--- src/rtl/cal_seq_map.vh ---
`ifndef CAL_SEQ_MAP_VH
`define CAL_SEQ_MAP_VH
// data word forced while the cores are off-line (two's complement mid-code)
`define MID_CODE 12'h000
// foreground procedure step lengths in core clocks
`define FG_CORE_CYCLES 16'h0400
`define FG_OFFSET_CYCLES 16'h0200
// background per-core calibration length in core clocks
`define BG_CORE_CYCLES 16'h0400
// delay settings are in units of 2 to this power (16) core clocks
`define DLY_UNIT_SHIFT 4
// core roles: active cores rotate through A, B, C
`define CORE_A 2'h0
`define CORE_B 2'h1
`define CORE_C 2'h2
// trim widths and reset values
`define OFS_TRIM_W 12
`define TIME_TRIM_W 8
`define OFS_TRIM_RST 12'h800
`define TIME_TRIM_RST 8'h80
`endif

--- src/rtl/cal_delay_timer.v ---
`timescale 1ns/10ps
// loadable down counter, done pulses one cycle when it reaches zero
module cal_delay_timer (
  input wire core_clk,
  input wire rst,
  input wire ce,
  input wire load,
  input wire [15:0] load_value,
  output reg busy,
  output reg done
);
  reg [15:0] count;

  // count down while busy
  always @(posedge core_clk) begin
    if (rst) begin
      count <= 16'h0000;
      busy <= 1'b0;
      done <= 1'b0;
    end else if (ce) begin
      done <= 1'b0;
      if (load) begin
        count <= (load_value == 16'h0000) ? 16'h0001 : load_value;
        busy <= 1'b1;
      end else if (busy) begin
        if (count == 16'h0001) begin
          busy <= 1'b0;
          done <= 1'b1;
        end
        count <= count - 16'h0001;
      end
    end
  end
endmodule

--- src/rtl/adc_calibration_sequencer.v ---
`timescale 1ns/10ps
`include "cal_seq_map.vh"
module adc_calibration_sequencer (
  input wire core_clk,
  input wire rst,
  input wire ce,
  input wire calibration_enable,
  input wire hardware_calibration_trigger_pin,
  input wire software_calibration_trigger,
  input wire trigger_source_select,
  input wire background_calibration_enable,
  input wire low_power_enable,
  input wire low_power_swap_trigger_select,
  input wire [7:0] spare_core_sleep_delay,
  input wire [7:0] spare_core_settle_delay,
  input wire foreground_offset_calibration_enable,
  input wire background_offset_calibration_enable,
  input wire single_channel_mode,
  input wire [11:0] sample_in_a,
  input wire [11:0] sample_in_b,
  input wire trim_write,
  input wire [1:0] trim_write_sel,
  input wire [`OFS_TRIM_W-1:0] trim_write_data,
  input wire [2:0] bank_sel,
  input wire [`TIME_TRIM_W-1:0] bank_trim_write_data,
  input wire bank_trim_write,
  input wire bank_trim_phase,
  input wire [`OFS_TRIM_W-1:0] offset_result,
  output reg [11:0] sample_out_a,
  output reg [11:0] sample_out_b,
  output reg conversion_active,
  output reg foreground_calibration_complete,
  output reg background_active,
  output reg core_swap,
  output reg [1:0] spare_core,
  output reg spare_core_powered,
  output reg calibrating_core_valid,
  output reg offset_calibration_busy,
  output reg [`OFS_TRIM_W-1:0] offset_trim_zero_phase_a,
  output reg [`OFS_TRIM_W-1:0] offset_trim_zero_phase_b,
  output reg [`OFS_TRIM_W-1:0] offset_trim_minus90_phase,
  output reg [`TIME_TRIM_W-1:0] applied_bank_trim,
  output reg core_a_uses_minus90_clock
);
  localparam S_FG_CORE = 8'h01;
  localparam S_FG_OFS = 8'h02;
  localparam S_IDLE = 8'h04;
  localparam S_BG_SLEEP = 8'h08;
  localparam S_BG_WAKE = 8'h10;
  localparam S_BG_CAL = 8'h20;
  localparam S_BG_SWAP = 8'h40;
  localparam S_BG_WAIT = 8'h80;

  reg [7:0] state;
  reg [7:0] next_state;
  reg trig_prev;
  reg pin_prev;
  reg tmr_load;
  reg [15:0] tmr_value;
  reg [`TIME_TRIM_W-1:0] bank_trim [0:11];
  wire tmr_busy;
  wire tmr_done;
  wire trig_level;
  wire trig_rise;
  wire swap_rise;
  wire bg_ok;
  integer i;

  // trigger source mux and edge detect
  assign trig_level = trigger_source_select ? hardware_calibration_trigger_pin
    : software_calibration_trigger;
  assign trig_rise = trig_level & ~trig_prev;
  assign bg_ok = background_calibration_enable & calibration_enable
    & ~trigger_source_select & software_calibration_trigger;
  // background holds the soft bit high, so the pin edge must also be able to start a swap
  assign swap_rise = trig_rise | (hardware_calibration_trigger_pin & ~pin_prev);

  cal_delay_timer u_timer (
    .core_clk(core_clk),
    .rst(rst),
    .ce(ce),
    .load(tmr_load),
    .load_value(tmr_value),
    .busy(tmr_busy),
    .done(tmr_done)
  );

  // next state and timer loads
  always @* begin
    next_state = state;
    tmr_load = 1'b0;
    tmr_value = `FG_CORE_CYCLES;
    case (state)
      S_FG_CORE: begin
        if (tmr_done) begin
          if (foreground_offset_calibration_enable) begin
            next_state = S_FG_OFS;
            tmr_load = 1'b1;
            tmr_value = `FG_OFFSET_CYCLES;
          end else begin
            next_state = S_IDLE;
          end
        end
      end
      S_FG_OFS: begin
        if (tmr_done) next_state = S_IDLE;
      end
      S_IDLE: begin
        if (bg_ok) begin
          if (low_power_enable) begin
            next_state = S_BG_SLEEP;
            tmr_load = 1'b1;
            tmr_value = {spare_core_sleep_delay, 8'h00} >> (8 - `DLY_UNIT_SHIFT);
          end else begin
            next_state = S_BG_CAL;
            tmr_load = 1'b1;
            tmr_value = `BG_CORE_CYCLES;
          end
        end else if (trig_rise) begin
          next_state = S_FG_CORE;
          tmr_load = 1'b1;
          tmr_value = `FG_CORE_CYCLES;
        end
      end
      S_BG_SLEEP: begin
        // auto mode waits the sleep delay, trigger mode waits for an edge
        if (!bg_ok) begin
          next_state = S_IDLE;
        end else if (low_power_swap_trigger_select ? swap_rise : tmr_done) begin
          next_state = S_BG_WAKE;
          tmr_load = 1'b1;
          tmr_value = {spare_core_settle_delay, 8'h00} >> (8 - `DLY_UNIT_SHIFT);
        end
      end
      S_BG_WAKE: begin
        if (tmr_done) begin
          next_state = S_BG_CAL;
          tmr_load = 1'b1;
          tmr_value = `BG_CORE_CYCLES;
        end
      end
      S_BG_CAL: begin
        if (tmr_done) next_state = S_BG_SWAP;
      end
      S_BG_SWAP: begin
        next_state = S_BG_WAIT;
      end
      S_BG_WAIT: begin
        // rotate again; low-power sends the released core back to sleep
        if (!bg_ok) begin
          next_state = S_IDLE;
        end else if (low_power_enable) begin
          next_state = S_BG_SLEEP;
          tmr_load = 1'b1;
          tmr_value = {spare_core_sleep_delay, 8'h00} >> (8 - `DLY_UNIT_SHIFT);
        end else begin
          next_state = S_BG_CAL;
          tmr_load = 1'b1;
          tmr_value = `BG_CORE_CYCLES;
        end
      end
      default: begin
        next_state = S_FG_CORE;
        tmr_load = 1'b1;
      end
    endcase
  end

  // sequencer state, status and spare rotation
  always @(posedge core_clk) begin
    if (rst) begin
      state <= 8'h00; // default branch starts power-up calibration
      trig_prev <= 1'b0;
      pin_prev <= 1'b0;
      foreground_calibration_complete <= 1'b0;
      conversion_active <= 1'b0;
      background_active <= 1'b0;
      core_swap <= 1'b0;
      spare_core <= `CORE_C;
      spare_core_powered <= 1'b1;
      calibrating_core_valid <= 1'b0;
      offset_calibration_busy <= 1'b0;
    end else if (ce) begin
      state <= next_state;
      trig_prev <= trig_level;
      pin_prev <= hardware_calibration_trigger_pin;
      if (next_state == S_FG_CORE)
        foreground_calibration_complete <= 1'b0;
      else if ((state == S_FG_CORE || state == S_FG_OFS) && next_state == S_IDLE)
        foreground_calibration_complete <= 1'b1;
      conversion_active <= ~(next_state == S_FG_CORE || next_state == S_FG_OFS);
      background_active <= next_state[3] | next_state[4] | next_state[5]
        | next_state[6] | next_state[7];
      core_swap <= (next_state == S_BG_SWAP); // glitches may follow
      if (next_state == S_BG_SWAP)
        spare_core <= (spare_core == `CORE_C) ? `CORE_A : spare_core + 2'h1;
      spare_core_powered <= ~(next_state == S_BG_SLEEP);
      calibrating_core_valid <= (next_state == S_BG_CAL);
      offset_calibration_busy <= (next_state == S_FG_OFS)
        | ((next_state == S_BG_CAL) & background_offset_calibration_enable);
    end
  end

  // sample path: mid-code while off-line
  always @(posedge core_clk) begin
    if (rst) begin
      sample_out_a <= `MID_CODE;
      sample_out_b <= `MID_CODE;
    end else if (ce) begin
      sample_out_a <= (next_state == S_FG_CORE || next_state == S_FG_OFS)
        ? `MID_CODE : sample_in_a;
      sample_out_b <= (next_state == S_FG_CORE || next_state == S_FG_OFS)
        ? `MID_CODE : sample_in_b;
    end
  end

  // offset trims: calibration results win, manual writes only in foreground idle
  always @(posedge core_clk) begin
    if (rst) begin
      offset_trim_zero_phase_a <= `OFS_TRIM_RST;
      offset_trim_zero_phase_b <= `OFS_TRIM_RST;
      offset_trim_minus90_phase <= `OFS_TRIM_RST;
    end else if (ce) begin
      if (state == S_FG_OFS && tmr_done) begin
        offset_trim_zero_phase_a <= offset_result;
        offset_trim_zero_phase_b <= offset_result;
        offset_trim_minus90_phase <= offset_result;
      end else if (state == S_BG_CAL && tmr_done && background_offset_calibration_enable) begin
        if (spare_core == `CORE_A) offset_trim_zero_phase_a <= offset_result;
        else if (spare_core == `CORE_B) offset_trim_zero_phase_b <= offset_result;
      end else if (trim_write && state == S_IDLE
          && !foreground_offset_calibration_enable
          && !background_offset_calibration_enable) begin
        case (trim_write_sel)
          2'h0: offset_trim_zero_phase_a <= trim_write_data;
          2'h1: offset_trim_zero_phase_b <= trim_write_data;
          2'h2: offset_trim_minus90_phase <= trim_write_data;
          default: offset_trim_zero_phase_a <= offset_trim_zero_phase_a;
        endcase
      end
    end
  end

  // bank timing trims, index = bank*2 + phase (phase 1 is minus-90)
  always @(posedge core_clk) begin
    if (rst) begin
      for (i = 0; i < 12; i = i + 1)
        bank_trim[i] <= `TIME_TRIM_RST;
    end else if (ce && bank_trim_write && state == S_IDLE && bank_sel < 3'h6) begin
      bank_trim[{bank_sel, bank_trim_phase}] <= bank_trim_write_data;
    end
  end

  // applied trim: minus-90 phase only for core A banks in single-channel mode
  always @(posedge core_clk) begin
    if (rst) begin
      applied_bank_trim <= `TIME_TRIM_RST;
      core_a_uses_minus90_clock <= 1'b0;
    end else if (ce) begin
      core_a_uses_minus90_clock <= single_channel_mode;
      if (bank_sel < 3'h2 && single_channel_mode)
        applied_bank_trim <= bank_trim[{bank_sel, 1'b1}];
      else if (bank_sel < 3'h6)
        applied_bank_trim <= bank_trim[{bank_sel, 1'b0}];
      else
        applied_bank_trim <= `TIME_TRIM_RST;
    end
  end
endmodule

--- config.mk ---
export PLATFORM = sky130hd
export DESIGN_NAME = adc_calibration_sequencer
export DESIGN_NICKNAME = d
export VERILOG_FILES = /design/src/rtl/cal_delay_timer.v /design/src/rtl/adc_calibration_sequencer.v
export VERILOG_INCLUDE_DIRS = /design/src /design/src/rtl
export SDC_FILE = /design/constraint.sdc
export NUM_CORES = 1
export LEC_CHECK = 0
export ABC_AREA = 1
export BUFFER_PORTS_ARGS = -buffer_cell sky130_fd_sc_hd__clkbuf_2
export CAP_MARGIN = 25
export CORE_ASPECT_RATIO = 1.1
export CORE_MARGIN = 2
export CORE_UTILIZATION = 63
export CTS_BUF_LIST = sky130_fd_sc_hd__clkbuf_2
export CTS_CLUSTER_DIAMETER = 150
export DETAILED_ROUTE_END_ITERATION = 10
export PLACE_DENSITY_LB_ADDON = 0.12
export SYNTH_ARGS = -nofsm -noshare
export SYNTH_HDL_FRONTEND = slang
export SYNTH_HIERARCHICAL = 1
export SYNTH_SLANG_ARGS = --single-unit
--- constraint.sdc ---
create_clock -name core_clk -period 6.42 [get_ports core_clk]
set_input_delay 1.284 -clock core_clk [delete_from_list [all_inputs] [get_ports core_clk]]
set_output_delay 1.284 -clock core_clk [all_outputs]
set_load 0.03 [all_outputs]
==> results of run 1 <==
-- flip-flops by register name (all words and copies together) (netlist names), 2 cells and up --
register                   cells
offset_trim_zero_phase_b      12
offset_trim_minus90_phase     12
state                          8
bank_trim                    112
spare_core                     2
sample_out_b                  12
u_timer/count                 16
applied_bank_trim              8
offset_trim_zero_phase_a      12
sample_out_a                  12
-- per-layer routing --
layer  global-route usage (%)  share of wire, %  wire length (um)
met5                        0                 0                 0
met4                     15.3               4.8              1340
met3                     6.92               7.5              2100
met2                     54.4                50             13900
met1                     36.7                38             10500
-- cells by family after synthesis --
| kind of cell | after synthesis |
|---|---|
| AO/OA/AOI/OAI | 198 |
| flip-flops | 218 |
| adder cells (fa/ha/maj) | 2 |
| AND/OR/NAND/NOR | 724 |
| buffers and inverters | 177 |
| other | 1 |
-- worst paths after layout --
path                                                     start                                            to  slack, ns
hold reg to reg   foreground_calibration_complete$_SDFFE_PP0P_  foreground_calibration_complete$_SDFFE_PP0P_       0.45
hold / removal    foreground_calibration_complete$_SDFFE_PP0P_  foreground_calibration_complete$_SDFFE_PP0P_       0.45
setup / recovery                         state[5]$_SDFFE_PP0P_                u_timer/count[15]$_SDFFE_PP0P_       2.33
setup reg to reg                         state[5]$_SDFFE_PP0P_                u_timer/count[15]$_SDFFE_PP0P_       2.33
-- worst min-delay path: stages, from the launching register on --
cell,delay (ns)
dfxtp_1,0.32
inv_1,0.05
a21oi_1,0.05
-- metrics by stage --
| step | setup slack [ns] | cell area, um2 | utilization [%] | instances | total power [uW] |
|---|---|---|---|---|---|
| after floorplan | 3.53 | 10600 | - | 1351 | 1930 |
| after global placement | 2.51 | 11400 | 69.9 | 1664 | 2050 |
| after detailed placement | 2.45 | 11400 | 69.9 | 1664 | 2060 |
| after CTS | 2.37 | 11900 | 72.7 | 1759 | 2950 |
| after global routing | 1.96 | 11900 | 72.8 | 1760 | 3070 |
| final | 2.33 | 11900 | 72.8 | 1760 | 2940 |
-- where the power goes --
group          switching, uW  leakage (uW)  internal (uW)
clock                    558      0.000376            346
sequential              38.8       0.00197           1520
combinational            335       0.00307            144
-- area by class of cell --
type	count	area share, %
multi-input combinational	956	36.7
clock buffer	84	3.54
inverter	113	3.57
clock inverter	11	0.411
tap	204	2.15
antenna	1	0.0211
timing repair buffer	173	7.36
sequential	218	46.2
-- cell usage in the layout, fill, tap and decap left out --
cell and n:
nand4_1 45, o21a_1 1, a211o_1 7, inv_2 8
o21ai_2 2, conb_1 32, o2111ai_1 2, nand2_2 6
or2_2 4, clkinv_2 2, nor3_1 1, nor2_1 252
nor2_4 9, ha_1 2, nand3_4 3, nand3_2 2
o311ai_0 1, inv_1 103, nand3_1 65, and3_1 2
diode_2 1, a22o_1 8, clkinv_1 10, o21ai_1 2
nand2_1 330, o21bai_1 7, o21ai_0 64, nand2_4 2
buf_4 3, dfxtp_1 106, o31ai_1 2, inv_6 1
o211ai_1 13, edfxtp_1 112, clkbuf_2 254, a21oi_1 89
nor2_2 3
==> results.ini, run 1 <==
[global_routing]
grt_pass1_wl_um=44200
grt_max_degree=59
track_usage_pct=31.3
antenna_found_initial=1
overflow=0
grt_pass1_vias=8993

[timing]
slew_headroom_pct=31.7
max_freq_ghz=0.245
final-max-slew-violation-count=0
holdWs_ns=0.452
fin_crit_sh_pct=63.6
skew_ns=0.0356
layout_min_cycle_time_ns=4.09
tns_ns=0
rsz0062_at_grt=no
worst_slew_pin_slew_ns=1.02
hold_viol_final=0
finalSetupViolCount=0

[placed_design]
io_buffers=170
hpwl_um=19500
place_congestion=0.930

[synthesis]
synth_fa_ha_area_share_pct=0.239
yosysTopAreaCell=edfxtp_1
synth_top_family_by_area=simple AND/OR/NAND/NOR gates
ys_ff_latch=218
synthTopCellsByCount=nand2_1, nor2_1, edfxtp_1
synth.mux.area_fraction_pct=0
yosys_warnings=6
async_reset_ff_share_pct=0
synth_edf_count=112
syn-cell-area_um2=10500
synth_area_leaders=edfxtp_1, dfxtp_1, nand2_1
synth.avg_cell_area_um2=7.95
synth.most_common_cell=nand2_1
synth_xor_area_share_pct=0
synth_compound_area_share_pct=10.7
synthFlopType=edfxtp_1
synthSimpleGateAreaFrac_pct=29.4
post-synth-top-area-fraction_pct=32.1
syn_inst=1320
ys_seq_area_share_pct=52.3
synthDistinctLibCells=38

[clock_network]
htreeDepth=2
clock-sinks=218
path_clk_slew_ns=0.12
postCtsSetupBuffers=0
hold_buffers=0
cts_root_buf=clkbuf_2
ctsResizeCount=0
cts_tree=yes
clockBufferDepth=3
cts_buffers=53
clk_latency_ns=0.83

[worst_hold_path]
min_path_type=reg -> reg
whs_path_depth=2

[setup_path]
critPathTopFamily=simple AND/OR/NAND/NOR gates
crit_type=reg -> reg
critical_path_required_ns=7.15
path_cells=nor2_1 > nand2_2 > inv_2 > nand2_1 > nand2_1 > nor2_1 > nand2_1 > nand3_1 > nand2_4 > nand2_2 > inv_1 > a21oi_1 > a21oi_1
critPathMaxFanout=29
ff2ff_path_depth=13
cpMostUsedCell=nand2_1
crit_cells=13
critPathBufInv=2
critPathSlowestCell=nand3_1
cpPeakStageDelay_ns=0.82
cp-end-kind=flop
critPathLaunchType=flop
critical_path_arrival_ns=4.82

[route]
drc=0
vias=9778
post_drt_wl_per_cell_um=15.8
routed_wl_um=27900
first_pass_iters=6
drt-initial-drc-count=811
vias_per_cell=5.56
ant_nets=0

[power]
p_per_area_nw_per_um2=248
max-vdd-ir-drop_v=0.000211
p_leak_uw=0.00542

[floorplan]
num_rows=49
die_y_um=139
die_width_um=127
initial_utilization_pct=64.3
coreArea_um2=16300
die-area_um2=17700
io_pins=171

[flow_run]
cap_violations=0

[final_layout]
area_delta_synth_final_pct=13.1
regArea_um2=5490
drive_above_1_share_pct=19.2
fin_nets=1610
fill_cells=1374
multiInputGateArea_um2=4360

[outcome]
status=completed

Power figures use the tool's default switching activity.
==> run 2, diff against run 1 <==
Settings changed: ABC_AREA 1 to 0, CORE_UTILIZATION 63 to 51.
Clock period 6.42 ns to 3.4 ns, I/O delays scaled along.
==> results.ini, run 2 <==
[final_layout]
fill_cells=1484  ; was 1374
fin_nets=1119  ; was 1610
largest_registers=bank_trim (75), u_timer/count (16)  ; was bank_trim (112), u_timer/count (16)
area_delta_synth_final_pct=14.9  ; was 13.1%
final_cell_mix=clkbuf_2, dfxtp_1, nor2_1, edfxtp_1, and2_1  ; was nand2_1, clkbuf_2, nor2_1, edfxtp_1, dfxtp_1
top_register=bank_trim  ; unchanged
multiInputGateArea_um2=4010  ; was 4360 um2
layout_commonest_cell=clkbuf_2  ; was nand2_1
largest_register_ffs=75  ; was 112
regArea_um2=4370  ; was 5490 um2
drive_above_1_share_pct=26.1  ; was 19.2%

[timing]
worst_slew_pin_slew_ns=0.733  ; was 1.02 ns
hold_viol_final=0  ; unchanged
skew_ns=0.0257  ; was 0.0356 ns
fin_ws_ns=0.339  ; was 2.33 ns
tns_ns=0  ; unchanged
fin_crit_sh_pct=90.0  ; was 63.6%
layout_min_cycle_time_ns=3.06  ; was 4.09 ns
max_freq_ghz=0.327  ; was 0.245 GHz
rsz0062_at_grt=no  ; unchanged
final-max-slew-violation-count=0  ; unchanged
slew_headroom_pct=51.0  ; was 31.7%
finalSetupViolCount=0  ; unchanged

[clock_network]
path_clk_slew_ns=0.26  ; was 0.12 ns
postCtsSetupBuffers=0  ; unchanged
clockBufferDepth=2  ; was 3
hold_buffers=0  ; unchanged
cts_tree=yes  ; unchanged
clk_latency_ns=0.74  ; was 0.83 ns
htreeDepth=4  ; was 2
clock-sinks=181  ; was 218
cts_root_buf=clkbuf_2  ; unchanged
ctsResizeCount=0  ; unchanged
cts_buffers=17  ; was 53

[synthesis]
synthTopCellsByCount=dfxtp_1, nor2_1, edfxtp_1  ; was nand2_1, nor2_1, edfxtp_1
synth_edf_count=75  ; was 112
async_reset_ff_share_pct=0  ; unchanged
post-synth-top-area-fraction_pct=26.0  ; was 32.1%
yosysTopAreaCell=edfxtp_1  ; unchanged
synthDistinctLibCells=80  ; was 38
yosys_warnings=6  ; unchanged
syn-cell-area_um2=8680  ; was 10500 um2
synthFlopType=dfxtp_1  ; was edfxtp_1
synth_area_leaders=edfxtp_1, dfxtp_1, mux2i_1  ; was edfxtp_1, dfxtp_1, nand2_1
synth.most_common_cell=dfxtp_1  ; was nand2_1
ys_ff_latch=181  ; was 218
synth.avg_cell_area_um2=10.1  ; was 7.95 um2
ys_seq_area_share_pct=50.4  ; was 52.3%
syn_inst=860  ; was 1320

[power]
p_seq_share_pct=56.9  ; was 53.0%
p_per_area_nw_per_um2=424  ; was 248 nW/um2
swShare_pct=29.5  ; was 31.7%
internal_power_uw=2980  ; was 2010 uW
p_sw_uw=1250  ; was 932 uW
max-vdd-ir-drop_v=0.000238  ; was 0.000211 V
p_leak_uw=0.00403  ; was 0.00542 uW
share_comb_of_total_power_pct=15.9  ; was 16.3%
power_frac_clock_pct=27.2  ; was 30.7%

[global_routing]
track_usage_pct=23.7  ; was 31.3%
antenna_found_initial=1  ; unchanged
grt_max_degree=58  ; was 59
grt_pass1_wl_um=33600  ; was 44200 um
grt_pass1_vias=6384  ; was 8993
overflow=0  ; unchanged

[route]
ant_nets=0  ; unchanged
first_pass_iters=5  ; was 6
post_drt_wl_per_cell_um=17.1  ; was 15.8 um
drc=0  ; unchanged
vias=7027  ; was 9778
drt-initial-drc-count=634  ; was 811
vias_per_cell=5.64  ; was 5.56
routed_wl_um=21400  ; was 27900 um

[outcome]
status=completed  ; unchanged

[placed_design]
hpwl_um=15400  ; was 19500 um
place_congestion=0.920  ; was 0.930
pre_cts_ws_ns=0.174  ; was 2.45 ns
io_buffers=170  ; unchanged

[setup_path]
crit_type=reg -> reg  ; unchanged
path_cells=nor2b_1 > o311ai_1 > a221oi_1 > o21ai_1 > or4_1 > buf_4 > or4b_1 > a21oi_1 > nor3_1  ; was nor2_1 > nand2_2 > inv_2 > nand2_1 > nand2_1 > nor2_1 > nand2_1 > nand3_1 > nand2_4 > nand2_2 > inv_1 > a21oi_1 > a21oi_1
critPathBufInv=1  ; was 2
cpPeakStageDelay_ns=0.64  ; was 0.82 ns
critPathTopFamily=simple AND/OR/NAND/NOR gates  ; unchanged
critPathSlowestCell=dfxtp_1  ; was nand3_1
critPathLaunchType=flop  ; unchanged
critical_path_required_ns=4.02  ; was 7.15 ns
cp-end-kind=flop  ; unchanged
critPathMaxFanout=29  ; unchanged
critical_path_arrival_ns=3.69  ; was 4.82 ns

[floorplan]
num_rows=50  ; was 49
die_y_um=141  ; was 139 um
die-area_um2=18100  ; was 17700 um2
coreArea_um2=16800  ; was 16300 um2
io_pins=171  ; unchanged
die_width_um=128  ; was 127 um
initial_utilization_pct=51.6  ; was 64.3%

[worst_hold_path]
min_path_type=in -> reg  ; was reg -> reg

[flow_run]
cap_violations=0  ; unchanged

## run 2: path summary, 6_finish.rpt
path	start	end	slack, ns	cells after the start
worst max register to register	state[6]$_SDFFE_PP0P_	u_timer/count[5]$_SDFFE_PP0P_	0.34	9
worst max-delay path	state[6]$_SDFFE_PP0P_	u_timer/count[5]$_SDFFE_PP0P_	0.34	9
worst min-delay path	sample_in_a[10]	sample_out_a[10]$_SDFFE_PP0P_	0.13	2
worst min register to register	spare_core_powered$_SDFFE_PP1P_	spare_core_powered$_SDFFE_PP1P_	0.48	2
## run 2: cell families (layout without fill, tap and decap cells)
kind of cell | count (synthesis) | count (layout) | synth area share [%]
other | 1 | 19 | 0.0432
AND/OR/NAND/NOR | 343 | 343 | 21.2
XOR/XNOR | 3 | 3 | 0.303
buffers and inverters | 76 | 236 | 4.11
adder cells (fa/ha/maj) | 2 | 2 | 0.288
multiplexers | 46 | 46 | 5.34
flip-flops | 181 | 181 | 50.4
AO/OA/AOI/OAI | 208 | 208 | 18.3
## run 2: layer usage
layer	part of all wire [%]	GRT usage, %	wire length (um)
met1	45	32.1	9570
met2	48	38.9	10400
met3	5.4	4.63	1150
met4	1.4	6.25	289
met5	0	0	0
## run 2: worst reg2reg max path: stages (launching register included)
cell      delay, ns
dfxtp_1        0.64
nor2b_1        0.23
o311ai_1       0.12
a221oi_1       0.30
o21ai_1        0.13
or4_1          0.56
buf_4          0.25
or4b_1         0.52
a21oi_1        0.16
nor3_1         0.05
## run 2: power by group through the flow
stage	sequential, uW	combinational, uW	clock [uW]
2_1_floorplan	2480	416	0
3_3_place_gp	2450	662	0
3_5_place_dp	2450	668	0
4_1_cts	2400	669	1180
5_1_grt	2420	736	1280
6_report	2400	672	1150
## run 2: layout make-up
| type | instances | share of cell area (%) |
|---|---|---|
| Antenna cell | 1 | 0.0251 |
| Clock buffer | 18 | 0.903 |
| Clock inverter | 14 | 1.66 |
| Inverter | 10 | 0.376 |
| Multi-Input combinational cell | 620 | 40.2 |
| Sequential cell | 181 | 43.9 |
| Tap cell | 208 | 2.61 |
| Timing Repair Buffer | 194 | 10.4 |
## run 2: stage by stage
step           std cells  cell area, um2  utilization, %  hold slack, ns  total power [uW]
2_1_floorplan        877            8740               -           0.433              2900
3_3_place_gp        1213            9720            57.7           0.435              3110
3_5_place_dp        1213            9720            57.7           0.446              3110
4_1_cts             1245            9970            59.2          0.0332              4260
5_1_grt             1246            9970            59.3          0.0104              4430
6_report            1246            9970            59.3           0.126              4230
